--- src/cic_pkg.sv ---
// Constants and types for the CPU interrupt controller
package cic_pkg;

  // ----------------------------------------------------------------
  // Register offsets
  // ----------------------------------------------------------------
  localparam logic [7:0] EN_MAIN_OFS = 8'hA8;
  localparam logic [7:0] IP_MAIN_OFS = 8'hB8;
  localparam logic [7:0] EN_EXT_OFS = 8'hE8;
  localparam logic [7:0] IP_EXT_OFS = 8'hF8;
  localparam logic [7:0] FLAG_LO_OFS = 8'hC0;
  localparam logic [7:0] FLAG_HI_OFS = 8'hC1;
  localparam logic [7:0] FLAG_DBG_OFS = 8'hC2;
  localparam logic [7:0] CTRL_OFS = 8'hC3;
  localparam logic [7:0] DBG_ID_OFS = 8'hC4;
  localparam logic [7:0] EVT_STAT_OFS = 8'hC5;
  localparam logic [7:0] EVT_MASK_OFS = 8'hC6;
  localparam logic [7:0] ACTIVE_OFS = 8'hC7;

  // ----------------------------------------------------------------
  // Reset values
  // ----------------------------------------------------------------
  localparam logic [7:0] REG_RST = 8'h00;
  // Arbitrary neutral debug identifier
  localparam logic [7:0] DBG_ID_RST = 8'h5A;

  // ----------------------------------------------------------------
  // Field positions
  // ----------------------------------------------------------------
  localparam int GLOBAL_EN_BIT = 7;
  localparam int CTRL_RELOC_BIT = 0;
  localparam int CTRL_ECC_EN_BIT = 1;
  localparam int CTRL_ECC_PRIO_BIT = 2;
  localparam int EVT_TAKEN_BIT = 0;
  localparam int EVT_DBG_BIT = 1;
  localparam int EVT_BRK_BIT = 2;
  localparam int NUM_SRC = 15;
  localparam int NUM_VEC = 16;
  localparam int SRC_TIMER0 = 1;
  localparam int SRC_TIMER1 = 3;
  localparam int SRC_ECC = 15;
  localparam int FLAG_BRK = 16;
  localparam int FLAG_DBG = 17;
  localparam int NUM_FLAG = 18;

  // ----------------------------------------------------------------
  // Vector addresses
  // ----------------------------------------------------------------
  localparam logic [15:0] VEC_NORMAL_BASE = 16'h0003;
  localparam logic [15:0] VEC_RELOC_BASE = 16'h3000;
  localparam logic [15:0] VEC_BRK_OFS = 16'h0080;
  localparam logic [15:0] VEC_DBG_OFS = 16'h00C0;

  // ----------------------------------------------------------------
  // Service levels
  // ----------------------------------------------------------------
  typedef enum logic [1:0] {
    LVL_LO = 2'b00,
    LVL_HI = 2'b01,
    LVL_DBG = 2'b10
  } cic_lvl_t;

endpackage : cic_pkg

--- src/cic_flag.sv ---
// Sticky flag cell: hardware set wins over clear
`timescale 1ns/100ps
module cic_flag (
  input wire logic core_clk,
  input wire logic rst,
  input wire logic set,
  input wire logic clr,
  output logic q
);
  always_ff @(posedge core_clk or posedge rst) begin
    if (rst) begin
      q <= 1'b0;
    end else if (set) begin
      q <= 1'b1;
    end else if (clr) begin
      q <= 1'b0;
    end
  end
endmodule : cic_flag

--- src/cic_top.sv ---
// CPU interrupt controller: flags, enables, priority, vectors, nesting
`timescale 1ns/100ps

module cic_top (
  input wire logic core_clk,
  input wire logic rst,
  input wire logic [7:0] addr,
  input wire logic [7:0] wdata,
  input wire logic wr_en,
  input wire logic rd_en,
  output logic [7:0] rdata,
  input wire logic pin_group0_irq,
  input wire logic timer0_overflow_irq,
  input wire logic pin_group1_irq,
  input wire logic timer1_overflow_irq,
  input wire logic uart1_irq,
  input wire logic timer2_irq,
  input wire logic uart2_irq,
  input wire logic i2c_master_irq,
  input wire logic int2_irq,
  input wire logic int3_irq,
  input wire logic int4_irq,
  input wire logic watchdog1_irq,
  input wire logic int6_irq,
  input wire logic int7_irq,
  input wire logic int8_irq,
  input wire logic ecc_irq,
  input wire logic breakpoint_match,
  input wire logic debug_port_mode,
  input wire logic debug_host_req,
  input wire logic [7:0] debug_host_id,
  input wire logic irq_ack,
  input wire logic irq_return,
  output logic cpu_irq_req,
  output logic [15:0] cpu_vec_addr,
  output cic_pkg::cic_lvl_t cpu_irq_level,
  output logic irq_out
);
  import cic_pkg::*;

  // ----------------------------------------------------------------
  // Registers
  // ----------------------------------------------------------------
  logic [7:0] interrupt_enable_main_r;
  logic [7:0] extended_irq_enable_reg_r;
  logic [7:0] irq_prio_main_r;
  logic [7:0] irq_prio_ext_r;
  logic [7:0] ctrl_r;
  logic [7:0] dbg_id_r;
  logic [7:0] evt_mask_r;
  logic [7:0] evt_stat_r;
  logic [7:0] rdata_r;
  logic [2:0] act_r;
  logic req_r;
  logic [15:0] vec_r;
  cic_lvl_t lvl_r;
  logic [4:0] sel_r;
  logic irq_out_r;

  // ----------------------------------------------------------------
  // Decode
  // ----------------------------------------------------------------
  wire wr_enable_main = wr_en && (addr == EN_MAIN_OFS);
  wire wr_ip = wr_en && (addr == IP_MAIN_OFS);
  wire wr_enable_ext = wr_en && (addr == EN_EXT_OFS);
  wire wr_exip = wr_en && (addr == IP_EXT_OFS);
  wire wr_flo = wr_en && (addr == FLAG_LO_OFS);
  wire wr_fhi = wr_en && (addr == FLAG_HI_OFS);
  wire wr_fdbg = wr_en && (addr == FLAG_DBG_OFS);
  wire wr_ctrl = wr_en && (addr == CTRL_OFS);
  wire wr_id = wr_en && (addr == DBG_ID_OFS);
  wire wr_mask = wr_en && (addr == EVT_MASK_OFS);
  wire rd_stat = rd_en && (addr == EVT_STAT_OFS);

  // ----------------------------------------------------------------
  // Sources, enables and levels
  // ----------------------------------------------------------------
  wire [NUM_VEC-1:0] src_req = {ecc_irq, int8_irq, int7_irq, int6_irq,
    watchdog1_irq, int4_irq, int3_irq, int2_irq, i2c_master_irq,
    uart2_irq, timer2_irq, uart1_irq, timer1_overflow_irq,
    pin_group1_irq, timer0_overflow_irq, pin_group0_irq};
  wire [NUM_VEC-1:0] src_en = {ctrl_r[CTRL_ECC_EN_BIT],
    extended_irq_enable_reg_r, interrupt_enable_main_r[6:0]};
  wire [NUM_VEC-1:0] src_hi = {ctrl_r[CTRL_ECC_PRIO_BIT],
    irq_prio_ext_r, irq_prio_main_r[6:0]};
  wire global_en = interrupt_enable_main_r[GLOBAL_EN_BIT];
  wire reloc = ctrl_r[CTRL_RELOC_BIT];

  // Debug request needs debug port mode and matching identifier
  wire dbg_event = debug_port_mode && debug_host_req
    && (debug_host_id == dbg_id_r);

  // ----------------------------------------------------------------
  // Flags
  // ----------------------------------------------------------------
  logic [NUM_FLAG-1:0] flag;
  wire [NUM_FLAG-1:0] flag_set = {dbg_event, breakpoint_match, src_req};
  wire ack_t0 = irq_ack && (sel_r == 5'(SRC_TIMER0));
  wire ack_t1 = irq_ack && (sel_r == 5'(SRC_TIMER1));
  wire [NUM_FLAG-1:0] sw_clr = {{(NUM_FLAG-16){wr_fdbg}} & wdata[1:0],
    {8{wr_fhi}} & wdata, {8{wr_flo}} & wdata};
  wire [NUM_FLAG-1:0] hw_clr = NUM_FLAG'({ack_t1, 1'b0, ack_t0, 1'b0});
  wire [NUM_FLAG-1:0] flag_clr = sw_clr | hw_clr;

  // Set-wins cells; a write of ones only ever clears
  genvar gi;
  generate
    for (gi = 0; gi < NUM_FLAG; gi++) begin : g_flag
      cic_flag u_flag (
        .core_clk(core_clk),
        .rst(rst),
        .set(flag_set[gi]),
        .clr(flag_clr[gi]),
        .q(flag[gi])
      );
    end
  endgenerate

  // ----------------------------------------------------------------
  // Arbitration
  // ----------------------------------------------------------------
  wire [NUM_VEC-1:0] pend = flag[NUM_VEC-1:0] & src_en & {NUM_VEC{global_en}};
  wire [NUM_VEC-1:0] pend_hi = pend & src_hi;
  wire [NUM_VEC-1:0] pend_lo = pend & ~src_hi;

  // Nesting gates: lo needs idle, hi needs no hi/dbg, dbg needs no dbg
  wire dbg_go = flag[FLAG_DBG] && !act_r[LVL_DBG];
  wire brk_go = flag[FLAG_BRK] && !act_r[LVL_DBG];
  wire hi_go = (|pend_hi) && !act_r[LVL_HI] && !act_r[LVL_DBG];
  wire lo_go = (|pend_lo) && (act_r == 3'b000);

  // Natural order: ECC first, then index 0 upward
  function automatic logic [3:0] pick(input logic [NUM_VEC-1:0] p);
    logic [3:0] k;
    k = 4'(SRC_ECC);
    if (!p[SRC_ECC]) begin
      for (int i = NUM_SRC - 1; i >= 0; i--) begin
        if (p[i]) begin
          k = 4'(i);
        end
      end
    end
    return k;
  endfunction : pick

  wire [3:0] idx_hi = pick(pend_hi);
  wire [3:0] idx_lo = pick(pend_lo);
  wire [3:0] idx_win = hi_go ? idx_hi : idx_lo;
  wire [15:0] vec_norm = VEC_NORMAL_BASE + {9'h000, idx_win, 3'b000};
  wire [15:0] vec_src = reloc ? (VEC_RELOC_BASE | vec_norm) : vec_norm;
  wire any_go = dbg_go || brk_go || hi_go || lo_go;

  // ----------------------------------------------------------------
  // Request to the sequencer
  // ----------------------------------------------------------------
  logic req_nxt;
  logic [15:0] vec_nxt;
  cic_lvl_t lvl_nxt;
  logic [4:0] sel_nxt;
  always_comb begin
    req_nxt = any_go && !irq_ack;
    vec_nxt = vec_src;
    lvl_nxt = hi_go ? LVL_HI : LVL_LO;
    sel_nxt = {1'b0, idx_win};
    if (dbg_go) begin
      vec_nxt = VEC_RELOC_BASE | VEC_DBG_OFS;
      lvl_nxt = LVL_DBG;
      sel_nxt = 5'(FLAG_DBG);
    end else if (brk_go) begin
      vec_nxt = VEC_RELOC_BASE | VEC_BRK_OFS;
      lvl_nxt = LVL_DBG;
      sel_nxt = 5'(FLAG_BRK);
    end
  end

  // Service stack: ack pushes the level, return pops the top one
  logic [2:0] act_nxt;
  always_comb begin
    act_nxt = act_r;
    if (irq_ack) begin
      act_nxt[lvl_r] = 1'b1;
    end else if (irq_return) begin
      if (act_r[LVL_DBG]) begin
        act_nxt[LVL_DBG] = 1'b0;
      end else if (act_r[LVL_HI]) begin
        act_nxt[LVL_HI] = 1'b0;
      end else begin
        act_nxt[LVL_LO] = 1'b0;
      end
    end
  end

  always_ff @(posedge core_clk or posedge rst) begin
    if (rst) begin
      req_r <= 1'b0;
      vec_r <= 16'h0000;
      lvl_r <= LVL_LO;
      sel_r <= 5'h00;
      act_r <= 3'b000;
    end else begin
      req_r <= req_nxt;
      vec_r <= vec_nxt;
      lvl_r <= lvl_nxt;
      sel_r <= sel_nxt;
      act_r <= act_nxt;
    end
  end

  // ----------------------------------------------------------------
  // Software registers
  // ----------------------------------------------------------------
  always_ff @(posedge core_clk or posedge rst) begin
    if (rst) begin
      interrupt_enable_main_r <= REG_RST;
      extended_irq_enable_reg_r <= REG_RST;
      irq_prio_main_r <= REG_RST;
      irq_prio_ext_r <= REG_RST;
      ctrl_r <= REG_RST;
      dbg_id_r <= DBG_ID_RST;
      evt_mask_r <= REG_RST;
    end else begin
      if (wr_enable_main) interrupt_enable_main_r <= wdata;
      if (wr_enable_ext) extended_irq_enable_reg_r <= wdata;
      if (wr_ip) irq_prio_main_r <= {1'b0, wdata[6:0]};
      if (wr_exip) irq_prio_ext_r <= wdata;
      if (wr_ctrl) ctrl_r <= {5'h00, wdata[2:0]};
      if (wr_id) dbg_id_r <= wdata;
      if (wr_mask) evt_mask_r <= {5'h00, wdata[2:0]};
    end
  end

  // Event status: set wins over the read clear
  wire [7:0] evt_set = {5'h00, breakpoint_match, dbg_event, irq_ack};
  wire [7:0] evt_stat_nxt = evt_set | (rd_stat ? 8'h00 : evt_stat_r);
  wire irq_out_nxt = |(evt_stat_nxt & evt_mask_r);

  // Read mux; unmapped addresses read zero
  logic [7:0] rd_mux;
  always_comb begin
    unique case (addr)
      EN_MAIN_OFS: rd_mux = interrupt_enable_main_r;
      IP_MAIN_OFS: rd_mux = irq_prio_main_r;
      EN_EXT_OFS: rd_mux = extended_irq_enable_reg_r;
      IP_EXT_OFS: rd_mux = irq_prio_ext_r;
      FLAG_LO_OFS: rd_mux = flag[7:0];
      FLAG_HI_OFS: rd_mux = flag[15:8];
      FLAG_DBG_OFS: rd_mux = {6'h00, flag[FLAG_DBG:FLAG_BRK]};
      CTRL_OFS: rd_mux = ctrl_r;
      DBG_ID_OFS: rd_mux = dbg_id_r;
      EVT_STAT_OFS: rd_mux = evt_stat_r;
      EVT_MASK_OFS: rd_mux = evt_mask_r;
      ACTIVE_OFS: rd_mux = {5'h00, act_r};
      default: rd_mux = 8'h00;
    endcase
  end

  always_ff @(posedge core_clk or posedge rst) begin
    if (rst) begin
      evt_stat_r <= REG_RST;
      rdata_r <= REG_RST;
      irq_out_r <= 1'b0;
    end else begin
      evt_stat_r <= evt_stat_nxt;
      rdata_r <= rd_en ? rd_mux : 8'h00;
      irq_out_r <= irq_out_nxt;
    end
  end

  assign rdata = rdata_r;
  assign cpu_irq_req = req_r;
  assign cpu_vec_addr = vec_r;
  assign cpu_irq_level = lvl_r;
  assign irq_out = irq_out_r;

  // ----------------------------------------------------------------
  // Checks
  // ----------------------------------------------------------------
  flag_hw_set_a: assert property (
    @(posedge core_clk) disable iff (rst)
    !$past(flag_set[0]) && !$past(flag[0]) |-> !flag[0])
    else $error("flag set without a hardware event");

  sample_edge_a: assert property (
    @(posedge core_clk) disable iff (rst)
    src_req[5] |=> flag[5])
    else $error("request not caught at the next edge");

  hi_first_a: assert property (
    @(posedge core_clk) disable iff (rst)
    hi_go && !dbg_go && !brk_go && !irq_ack |=> req_r && lvl_r == LVL_HI)
    else $error("high level request not presented first");

  dbg_first_a: assert property (
    @(posedge core_clk) disable iff (rst)
    dbg_go && !irq_ack |=> req_r && vec_r == 16'h30C0)
    else $error("debug vector not presented");

  brk_vec_a: assert property (
    @(posedge core_clk) disable iff (rst)
    brk_go && !dbg_go && !irq_ack |=> vec_r == 16'h3080)
    else $error("breakpoint vector wrong");

  vec_range_a: assert property (
    @(posedge core_clk) disable iff (rst)
    req_r && lvl_r != LVL_DBG && !$past(reloc) |->
      vec_r[2:0] == 3'b011 && vec_r <= 16'h007B)
    else $error("normal vector out of range");

  reloc_vec_a: assert property (
    @(posedge core_clk) disable iff (rst)
    req_r && $past(reloc) |-> vec_r[15:12] == 4'h3)
    else $error("relocated vector lacks upper nibble");

  global_gate_a: assert property (
    @(posedge core_clk) disable iff (rst)
    !global_en && !flag[FLAG_DBG] && !flag[FLAG_BRK] && !irq_ack
      |=> !req_r)
    else $error("request with global enable off");

  timer_clear_a: assert property (
    @(posedge core_clk) disable iff (rst)
    irq_ack && sel_r == 5'd1 && !src_req[1] |=> !flag[1])
    else $error("timer 0 flag not cleared on service");

  nest_block_a: assert property (
    @(posedge core_clk) disable iff (rst)
    act_r[LVL_HI] && !act_r[LVL_DBG] && !dbg_go && !brk_go && !irq_ack
      |=> !req_r)
    else $error("request preempted a high level routine");

  dbg_match_a: assert property (
    @(posedge core_clk) disable iff (rst)
    $rose(flag[FLAG_DBG]) |-> $past(debug_port_mode)
      && $past(debug_host_id) == $past(dbg_id_r))
    else $error("debug flag without a matching request");

endmodule : cic_top

--- config.mk ---
export PLATFORM = sky130hd
export DESIGN_NAME = cic_top
export DESIGN_NICKNAME = d
export VERILOG_FILES = /design/src/cic_pkg.sv /design/src/cic_flag.sv /design/src/cic_top.sv
export SDC_FILE = /design/constraint.sdc
export NUM_CORES = 1
export LEC_CHECK = 0
export ABC_AREA = 1
export BUFFER_PORTS_ARGS = -buffer_cell sky130_fd_sc_hd__buf_2
export CELL_PAD_IN_SITES_DETAIL_PLACEMENT = 2
export CELL_PAD_IN_SITES_GLOBAL_PLACEMENT = 2
export CORE_ASPECT_RATIO = 1.1
export CORE_MARGIN = 4
export CORE_UTILIZATION = 35
export DETAILED_ROUTE_END_ITERATION = 7
export PLACE_DENSITY_LB_ADDON = 0.15
export SETUP_SLACK_MARGIN = 0.3
export SLEW_MARGIN = 15
export SYNTH_ARGS = -nofsm -noshare
export SYNTH_HDL_FRONTEND = slang
export SYNTH_HIERARCHICAL = 1
export SYNTH_SLANG_ARGS = --single-unit
--- constraint.sdc ---
create_clock -name core_clk -period 5.1 [get_ports core_clk]
set_clock_uncertainty 0.2 [all_clocks]
set_input_delay 0.255 -clock core_clk [delete_from_list [all_inputs] [get_ports core_clk]]
set_output_delay 0.255 -clock core_clk [all_outputs]
set_load 0.05 [all_outputs]
==> results of run 1 <==
## routing by layer
metal	up-vias	wire length [µm]	part of all wire, %	GRT usage (%)
met5	-	0	0	0
li1	2246	-	-	-
met4	0	315	1.7	7.22
met2	79	10300	54	44.9
met3	16	551	2.9	2.82
met1	2407	7820	41	29.5
## through the flow
stage / std cells / utilization, %
4_1_cts: 948 / 43.0
5_1_grt: 948 / 43.0
2_1_floorplan: 675 / -
3_3_place_gp: 912 / 39.1
6_report: 948 / 43.0
3_5_place_dp: 912 / 39.1
## cell type report
class / instances / area, µm² / share of cell area (%)
Timing Repair Buffer: 90 / 553 / 9.30
Multi-Input combinational cell: 422 / 2050 / 34.5
Clock buffer: 11 / 253 / 4.25
Clock inverter: 5 / 85.1 / 1.43
Sequential cell: 89 / 2230 / 37.5
Tap cell: 188 / 235 / 3.95
Inverter: 143 / 537 / 9.02
## layout by cell type, fill, tap and decap left out, drive strengths merged
master	count
xnor2	2
dfrtp	85
nand3	27
or3b	1
nand4	10
a31o	1
bufinv	2
a41oi	2
dfstp	4
nor2	75
conb	7
o311ai	1
o211ai	1
inv	143
buf	70
clkinv	3
clkbuf	11
dlygate4sd3	20
o21ai	65
nor3	8
a221oi	11
a2111oi	3
a22o	4
a211oi	2
nand2	180
or2	1
xor2	4
o22ai	8
a21oi	6
nor4	3
## cells by family (layout without fill, tap and decap cells)
family	Yosys count	in the layout	synth area share, %
AO/OA/AOI/OAI	104	104	12.8
flip-flops	89	89	45.1
other	1	7	0.0758
buffers and inverters	164	249	13.8
AND/OR/NAND/NOR	305	305	27.1
XOR/XNOR	6	6	1.06
## critical path: stages (launching register included)
cell and delay, ps:
dfrtp_1 650, nand3_1 260, nor2_1 90, nor2_1 210, nand2_1 130, nor3_1 250
nand3_1 160, nand3_2 130, o21ai_2 100, inv_2 80, nand2_1 50, nand3_1 90
nand2_1 70
## registers in the layout, summed over array words and instances (netlist names)
name,cells
ctrl_r,3
extended_irq_enable_reg_r,8
cpu_irq_level,1
irq_out,1
evt_stat_r,3
rdata,8
g_flag.u_flag/q,18
sel_r,4
cpu_vec_addr,5
interrupt_enable_main_r,8
act_r,3
cpu_irq_req,1
evt_mask_r,3
dbg_id_r,8
irq_prio_main_r,7
irq_prio_ext_r,8
## power breakdown
group	total, mW	internal, mW	switching (mW)
clock	0.769	0.461	0.308
combinational	0.296	0.0758	0.220
sequential	0.791	0.752	0.0397
## worst max path at each step
stage | startpoint | end | slack, ps
2_1_floorplan | rst | act_r[0] | 2860
3_3_place_gp | interrupt_enable_main_r[7] | cpu_vec_addr[6] | 2680
3_5_place_dp | interrupt_enable_main_r[7] | sel_r[0] | 2590
4_1_cts | interrupt_enable_main_r[7] | sel_r[0] | 2530
5_1_grt | interrupt_enable_main_r[7] | sel_r[0] | 2330
6_report | interrupt_enable_main_r[7] | sel_r[0] | 2500
==> qor.csv, run 1 <==
stage;metric;value;unit
placement;pre_cts_ws;2590;ps
sta;post-route-min-period;2600;ps
detailed_routing;wl_per_cell;20.0;µm
sta;whs;27.4;ps
min_path;holdPathStages;4;
setup_path;crit_path_start_kind;flip-flop;
floorplan;coreArea;0.0139;mm²
sta;max_freq;0.385;GHz
final_layout;final_nets;804;
yosys;synth.most_common_cell;nand2_1;
global_routing;antenna_found_initial;0;
yosys;synth_ff_type;dfrtp_1;
final_layout;nFillCells;1657;
power;peakVddDrop;142;µV
placement;placed_cell_area;0.00541;mm²
yosys;synthCells;669;
floorplan;fp.dieH;133;µm
global_routing;grt_use_total;24.3;%
setup_path;rr_startpoint;interrupt_enable_main_r[7];
power;cellLeakagePower;2.97;nW
sta;report.final.setup_viol;0;
sta;max_slew_margin;49.0;%
setup_path;r2r_end;sel_r[0];
yosys;yosys_warnings;6;
floorplan;dieArea;0.0161;mm²
global_routing;grt_pass1_wl;30000;µm
run;max_cap_violations;0;
clock_tree;ctsHoldBuffers;20;
clock_tree;post_cts_buffers;0;
min_path;min_to;act_r[2];
min_path;hp-class;in -> reg;
yosys;syn_area_per_cell;7.39;µm²
yosys;synthTopCellsByArea;dfrtp_1 (43%), nand2_1 (13%), inv_1 (10%), nor2_1 (5.1%), o21ai_0 (3.7%);
final_layout;num_antenna_cells;0;
yosys;ys_seq_area_share;45.1;%
floorplan;num_rows;45;
clock_tree;clk_pin_slew;70;ps
sta;grt_setup_unrepaired;false;
setup_path;rrSetupSlack;2500;ps
detailed_routing;wirelength;19000;µm
placement;dp_hpwl;14500;µm
final_layout;area_growth;20.3;%
placement;routabilityCongestion;0.856;
setup_path;cp.required;5130;ps
setup_path;path_max_fanout;21;
clock_tree;cts_root_buffer;clkbuf_16;
global_routing;grt_overflow_total;0;
detailed_routing;drt_iter0_markers;224;
clock_tree;cts_buffers;9;
detailed_routing;drt_pass1_iterations;4;
placement;portBuffers;69;
sta;worst_slack;2500;ps
outcome;status;complete, no violations;
setup_path;endpoint_kind;flip-flop;
global_routing;grt_max_degree;39;
final_layout;final_area;0.00595;mm²
clock_tree;clkSinkCount;89;
clock_tree;cts.repair.resized;0;
sta;hold_violations;0;
yosys;ys_top_cells_by_count;nand2_1 (175), inv_1 (137), dfrtp_1 (85);
yosys;ys_ff_latch;89;
floorplan;ios;77;
clock_tree;cts_max_level;3;
sta;worst_pin_slew;759;ps
sta;period_share;50.9;%
detailed_routing;drc;0;
yosys;synth_edf_count;0;
sta;slew_viol_final;0;
clock_tree;insertion_delay;350;ps
clock_tree;cts_tree;done;
final_layout;drive_above_1_share;15.9;%
floorplan;start_util;35.7;%
power;power.total;1.86;mW
setup_path;crit_type;reg -> reg;
global_routing;grt_pass1_vias;5340;
detailed_routing;vias;4748;
min_path;holdCritStartpoint;irq_return;
floorplan;die_x;121;µm
setup_path;worstPathArrival;2630;ps
detailed_routing;vias_per_cell;5.01;
power;cellPowerDensity;312;mW/mm²
sta;fin_tns_setup;0;ps
yosys;yosys.cell_types.count;43;
yosys;synth_top_area_share;43.0;%
setup_path;r2r_cells;12;
yosys;async_reset_ff_share;100;%
clock_tree;cts_buffer_depth;2;
detailed_routing;drtAntennaViolNets;0;
yosys;yosysTopAreaCell;dfrtp_1;
yosys;synth_area;0.00495;mm²
Note: power is estimated with default switching activity, not from simulation.
==> inputs of run 2 (changes only) <==
Settings changed: ABC_AREA 1 to 0, CORE_UTILIZATION 35 to 33.
Clock period 5.1 ns to 2.3 ns, I/O delays scaled along.
==> run 2 against run 1 <==
Clock power rose by 82%; non-clock buffer count grew 57; utilization shrank 0.052 points; sequential cell count unchanged; largest cell class is now multi-input combinational cells; the flow now finishes with violations (hold timing); sequential share of layout area down 3.0 points; largest power group unchanged; synthesized cell count decreased by 26%; global-route usage down 2.1 points; hold slack got worse by 30 ps; via count decreased by 6.6%; combinational power rose to 2.6 times the previous value; design area is 8.6% higher; setup slack worse by 2400 ps.
==> qor.csv, run 2 <==
stage;metric;value;unit
outcome;status;complete, but fails checks;
outcome;violations;hold timing;
detailed_routing;drt_pass1_iterations;4;
detailed_routing;vias_per_cell;5.36;
clock_tree;cts_root_buffer;clkbuf_16;
clock_tree;clkSinkCount;89;
power;swShare;31.6;%
clock_tree;cts_buffer_depth;2;
floorplan;coreArea;0.0151;mm²
sta;period_share;97.4;%
setup_path;slowest_delay;470;ps
placement;dp.cells;770;
setup_path;crit_chain;buf_6 > nand4_1 > nand4_1 > o41ai_4 > o21a_4 > a22oi_2 > or2_1;
setup_path;endpoint_kind;flip-flop;
setup_path;cp_common_cell;nand4_1;
setup_path;crit_type;reg -> reg;
sta;whs;-2.54;ps
sta;slew_viol_final;0;
clock_tree;insertion_delay;350;ps
detailed_routing;wirelength;19000;µm
final_layout;drive_above_1_share;30.7;%
yosys;synth_top_area_share;42.2;%
sta;worst_pin_slew;723;ps
power;p_int;2.68;mW
sta;post-route-min-period;2240;ps
yosys;synthTopCellsByArea;dfrtp_1 (42%), mux2_2 (6.5%), mux2_1 (5.6%), a21o_1 (3.3%), inv_1 (3.2%);
min_path;holdCritStartpoint;wdata[2];
global_routing;grt_max_degree;28;
final_layout;final_cell_mix;dfrtp_1 (85), buf_2 (69), buf_4 (49);
yosys;ys_seq_area_share;44.2;%
floorplan;ios;77;
final_layout;instances_no_fill;827;
setup_path;r2r_end;sel_r[0];
sta;grt_setup_unrepaired;true;
clock_tree;cts_buffers;9;
final_layout;largest_register;g_flag.u_flag/q;
sta;max_slew_margin;51.4;%
global_routing;antenna_found_initial;0;
sta;report.final.setup_viol;0;
sta;hold_violations;1;
yosys;synthCells;493;
power;peakVddDrop;277;µV
yosys;yosys.cell_types.count;65;
detailed_routing;drc;0;
yosys;synth_edf_count;0;
yosys;synth_ff_type;dfrtp_1;
global_routing;grt_pass1_wl;29100;µm
yosys;ys_ff_latch;89;
yosys;yosys_warnings;6;
sta;fin_tns_setup;0;ps
setup_path;crit_family;compound AO/OA/AOI/OAI gates;
power;power.total;3.91;mW
detailed_routing;drtAntennaViolNets;0;
detailed_routing;wl_per_cell;23.0;µm
power;combPwrFrac;19.5;%
power;cellPowerDensity;606;mW/mm²
floorplan;dieArea;0.0173;mm²
global_routing;grt_pass1_vias;4855;
floorplan;die_x;126;µm
min_path;holdPathStages;2;
power;p_switching;1.24;mW
detailed_routing;vias;4433;
power;cellLeakagePower;3.04;nW
yosys;synth_area;0.00505;mm²
setup_path;path_max_fanout;14;
final_layout;final_nets;675;
final_layout;utilization;42.9;%
setup_path;rrSetupSlack;60;ps
run;max_cap_violations;0;
detailed_routing;drt_iter0_markers;238;
sta;max_freq;0.446;GHz
yosys;ys_top_cells_by_count;dfrtp_1 (85), inv_1 (43), mux2_2 (29);
setup_path;cp_slowest_cell;o41ai_4;
clock_tree;clk_pin_slew;70;ps
floorplan;fp.dieH;138;µm
yosys;synth.most_common_cell;dfrtp_1;
setup_path;r2r_cells;7;
global_routing;grt_use_total;22.3;%
final_layout;layout_commonest_cell;dfrtp_1;
floorplan;num_rows;47;
min_path;min_to;irq_prio_ext_r[2];
yosys;yosysTopAreaCell;dfrtp_1;
setup_path;crit_path_start_kind;flip-flop;
clock_tree;cts_tree;done;
power;seqPwrFrac;44.8;%
floorplan;start_util;33.5;%
setup_path;rr_startpoint;interrupt_enable_main_r[7];
final_layout;area_growth;28.0;%
yosys;syn_area_per_cell;10.2;µm²
placement;dp_hpwl;14500;µm
placement;portBuffers;69;
power;p_clk_share;35.7;%
setup_path;cp.required;2330;ps
yosys;async_reset_ff_share;100;%
final_layout;num_antenna_cells;0;
setup_path;worstPathArrival;2280;ps
setup_path;path_buf_inv;1;
clock_tree;cts_max_level;3;
final_layout;largest_reg_flops;18;
global_routing;grt_overflow_total;0;
min_path;hp-class;in -> reg;
placement;routabilityCongestion;0.946;
run 2: metrics by stage:
stage | instance area, µm² | setup slack (ps)
after floorplan | 5070 | 333
after global placement | 5750 | 147
after detailed placement | 5750 | -0.561
after CTS | 6370 | 96.0
after global routing | 6460 | -24.8
final | 6460 | 59.3
run 2: worst max-delay path by stage:
| stage | start | end | cells after the start |
|---|---|---|---|
| floorplan | interrupt_enable_main_r[7] | sel_r[0] | 7 |
| global placement | interrupt_enable_main_r[7] | sel_r[0] | 7 |
| detailed placement | interrupt_enable_main_r[7] | cpu_vec_addr[3] | 7 |
| CTS | interrupt_enable_main_r[7] | sel_r[0] | 7 |
| global route | interrupt_enable_main_r[7] | sel_r[0] | 7 |
| finish | interrupt_enable_main_r[7] | sel_r[0] | 7 |
run 2: power groups by stage:
stage	Clock, mW	Combinational, mW	Sequential, mW
final	1.40	0.763	1.75
after global routing	1.50	0.822	1.77
after CTS	1.43	0.764	1.75
after detailed placement	0	0.722	1.78
after global placement	0	0.708	1.78
after floorplan	0	0.432	1.84
run 2: cell families (layout without fill, tap and decap cells):
kind of cell,count (synthesis),count (layout),share of synthesized area [%]
AO/OA/AOI/OAI,101,101,14.6
other,1,7,0.0743
multiplexers,58,58,12.8
buffers and inverters,74,206,7.17
XOR/XNOR,8,8,1.39
flip-flops,89,89,44.2
AND/OR/NAND/NOR,162,162,19.7
run 2: per-layer routing:
metal	track usage, %	vias up	share of wire (%)
met5	0	-	0
met1	27.9	2256	42
met3	4.03	30	4.1
met4	7.57	0	2.4
li1	-	2038	-
met2	38.8	109	51
run 2: layout make-up:
cell class,instances,area (µm²)
Clock buffer,11,243
Clock inverter,5,31.3
Fill cell,1646,8600
Inverter,43,165
Multi-Input combinational cell,336,2520
Sequential cell,89,2230
Tap cell,196,245
Timing Repair Buffer,147,1020
run 2: repair_timing:
item,4_1_cts,5_1_grt
hold buffers,25,0
pin swaps,9,12
cloned,0,0
endpoints found under the hold margin,88,0
setup buffers,7,9
gates resized for setup,7,4
endpoints found under the setup margin,7,10
==> inputs of run 3 (changes only) <==
Clock period 2.3 ns to 1.95 ns, I/O delays scaled along.
==> run 3 against run 2 <==
The flow finishes with violations (setup timing); design area is 12% higher; setup slack got worse by 450 ps; clock power is 36% higher; register-to-register slack worse by 450 ps; die area did not move; hold slack gained 39 ps; wire length grew 16%; via count increased by 11%; sequential power rose by 18%; combinational power increased by 38%; sequential share of layout area fell by 3.7 points; non-clock buffer count increased by 66; critical endpoint is now cpu_vec_addr[3]; largest cell class unchanged.
==> qor.csv, run 3 (same netlist as run 2, synthesis figures left out) <==
stage;metric;value;unit
global_routing;grt_pass1_wl;32400;µm
final_layout;final_nets;741;
sta;hold_violations;0;
power;swShare;30.9;%
sta;worst_slack;-386;ps
sta;period_share;120;%
final_layout;num_antenna_cells;0;
setup_path;worstPathArrival;2430;ps
clock_tree;insertion_delay;360;ps
detailed_routing;wirelength;22000;µm
setup_path;path_buf_inv;3;
clock_tree;cts_buffer_depth;2;
final_layout;layout_commonest_cell;buf_4;
outcome;violations;setup timing;
setup_path;crit_type;reg -> reg;
detailed_routing;dr_wl_met2;11600;µm
sta;grt_setup_unrepaired;true;
final_layout;area_growth;43.5;%
sta;post-route-min-period;2340;ps
detailed_routing;wl_met3;772;µm
detailed_routing;drt_iter0_markers;333;
setup_path;path_max_fanout;22;
detailed_routing;routed.top_layer;met4;
clock_tree;clk_pin_slew;70;ps
placement;portBuffers;69;
sta;fin_tns_setup;-1660;ps
detailed_routing;vias;4914;
sta;worst_pin_slew;529;ps
clock_tree;cts_max_level;3;
power;cellPowerDensity;695;mW/mm²
power;combPwrFrac;20.9;%
setup_path;endpoint_kind;flip-flop;
placement;routabilityCongestion;0.951;
floorplan;ios;77;
final_layout;final_cell_mix;buf_4 (100), dfrtp_1 (84), buf_2 (70);
setup_path;crit_chain;buf_12 > nand4b_1 > buf_4 > buf_4 > o311ai_0 > a211oi_1 > o22ai_1 > a22oi_2 > and2_1;
clock_tree;cts_tree;done;
final_layout;largest_register;g_flag.u_flag/q;
floorplan;die_x;126;µm
clock_tree;cts_buffers;9;
floorplan;dieArea;0.0173;mm²
detailed_routing;drt_pass1_iterations;4;
power;peakVddDrop;343;µV
run;max_cap_violations;0;
power;power.total;5.03;mW
setup_path;cp_common_cell;buf_4;
detailed_routing;drt-met1-wl;8960;µm
detailed_routing;drc;0;
sta;max_slew_margin;64.8;%
global_routing;antenna_found_initial;0;
floorplan;start_util;33.5;%
global_routing;grt_pass1_vias;5460;
setup_path;slowest_delay;450;ps
power;cellLeakagePower;3.46;nW
final_layout;drive_above_1_share;41.2;%
min_path;hp-class;in -> reg;
clock_tree;clkSinkCount;89;
final_layout;utilization;48.1;%
floorplan;num_rows;47;
setup_path;crit_family;compound AO/OA/AOI/OAI gates;
clock_tree;cts_root_buffer;clkbuf_16;
final_layout;largest_reg_flops;18;
sta;slew_viol_final;0;
floorplan;fp.dieH;138;µm
power;p_clk_share;38.1;%
detailed_routing;drtAntennaViolNets;0;
power;seqPwrFrac;41.0;%
sta;report.final.setup_viol;8;
global_routing;grt_max_degree;72;
sta;max_freq;0.428;GHz
setup_path;crit_path_start_kind;flip-flop;
power;p_int;3.48;mW
floorplan;coreArea;0.0151;mm²
global_routing;grt_use_total;24.9;%
global_routing;grt_overflow_total;0;
setup_path;cp.required;2040;ps
placement;dp_hpwl;15900;µm
detailed_routing;wl_per_cell;24.6;µm
setup_path;cp_slowest_cell;dfrtp_2;
detailed_routing;vias_per_cell;5.50;
outcome;status;complete, but fails checks;
power;p_switching;1.56;mW
run 3: cell types whose count changed in the layout (fill, tap and decap cells not counted), sizes merged:
cell,previous run,this run
dlygate4sd3,25,27
bufinv,0,2
buf,122,186
clkinv,4,0
inv,42,43
clkbuf,11,12
run 3: power groups by stage:
stage / clock network [mW] / logic, mW / registers, mW
floorplan: 0 / 0.509 / 2.17
global placement: 0 / 0.901 / 2.09
detailed placement: 0 / 0.922 / 2.09
CTS: 1.94 / 0.991 / 2.06
global route: 2.02 / 1.12 / 2.08
finish: 1.91 / 1.05 / 2.06
run 3: stage by stage:
stage                     area, µm²  hold slack [ps]  std cells  worst slack [ps]
after detailed placement       6240            -13.2        830              -262
after global placement         6240            -21.7        830              -150
after CTS                      7010             23.0        885              -187
after floorplan                5070             -374        499             -16.0
after global routing           7240             22.4        893              -432
final                          7240             36.5        893              -386
run 3: cell type report:
| class | instances | area [µm²] |
|---|---|---|
| multi-input cells | 336 | 2700 |
| flip-flops and latches | 89 | 2230 |
| well taps | 196 | 245 |
| clock inverters | 4 | 76.3 |
| fillers | 1603 | 7810 |
| repair buffers | 213 | 1590 |
| clock buffers | 12 | 236 |
| inverters | 43 | 165 |
run 3: layer usage:
layer | global-route usage, % | vias to the layer above
met1 | 30.7 | 2575
met4 | 11.0 | 0
met2 | 44.5 | 129
met5 | 0 | -
li1 | - | 2172
met3 | 2.29 | 38
run 3: worst paths after layout:
path                                            start             endpoint  slack, ps  depth (start not counted)
setup / recovery           interrupt_enable_main_r[7]      cpu_vec_addr[3]       -390                          9
hold / removal                               wdata[1]          dbg_id_r[1]         40                          2
setup reg to reg           interrupt_enable_main_r[7]      cpu_vec_addr[3]       -390                          9
hold reg to reg                             ctrl_r[0]     cpu_vec_addr[12]        330                          1
max in group asynchronous                         rst          dbg_id_r[3]        730                          4
min in group asynchronous                         rst  g_flag[15].u_flag/q        150                          3
run 3: repair_timing:
action,CTS,global route
gates cloned,0,1
pin swaps,19,21
setup endpoints to repair,17,26
setup buffers,12,7
gates resized for setup,20,44
hold buffers,27,0
endpoints found under the hold margin,146,0
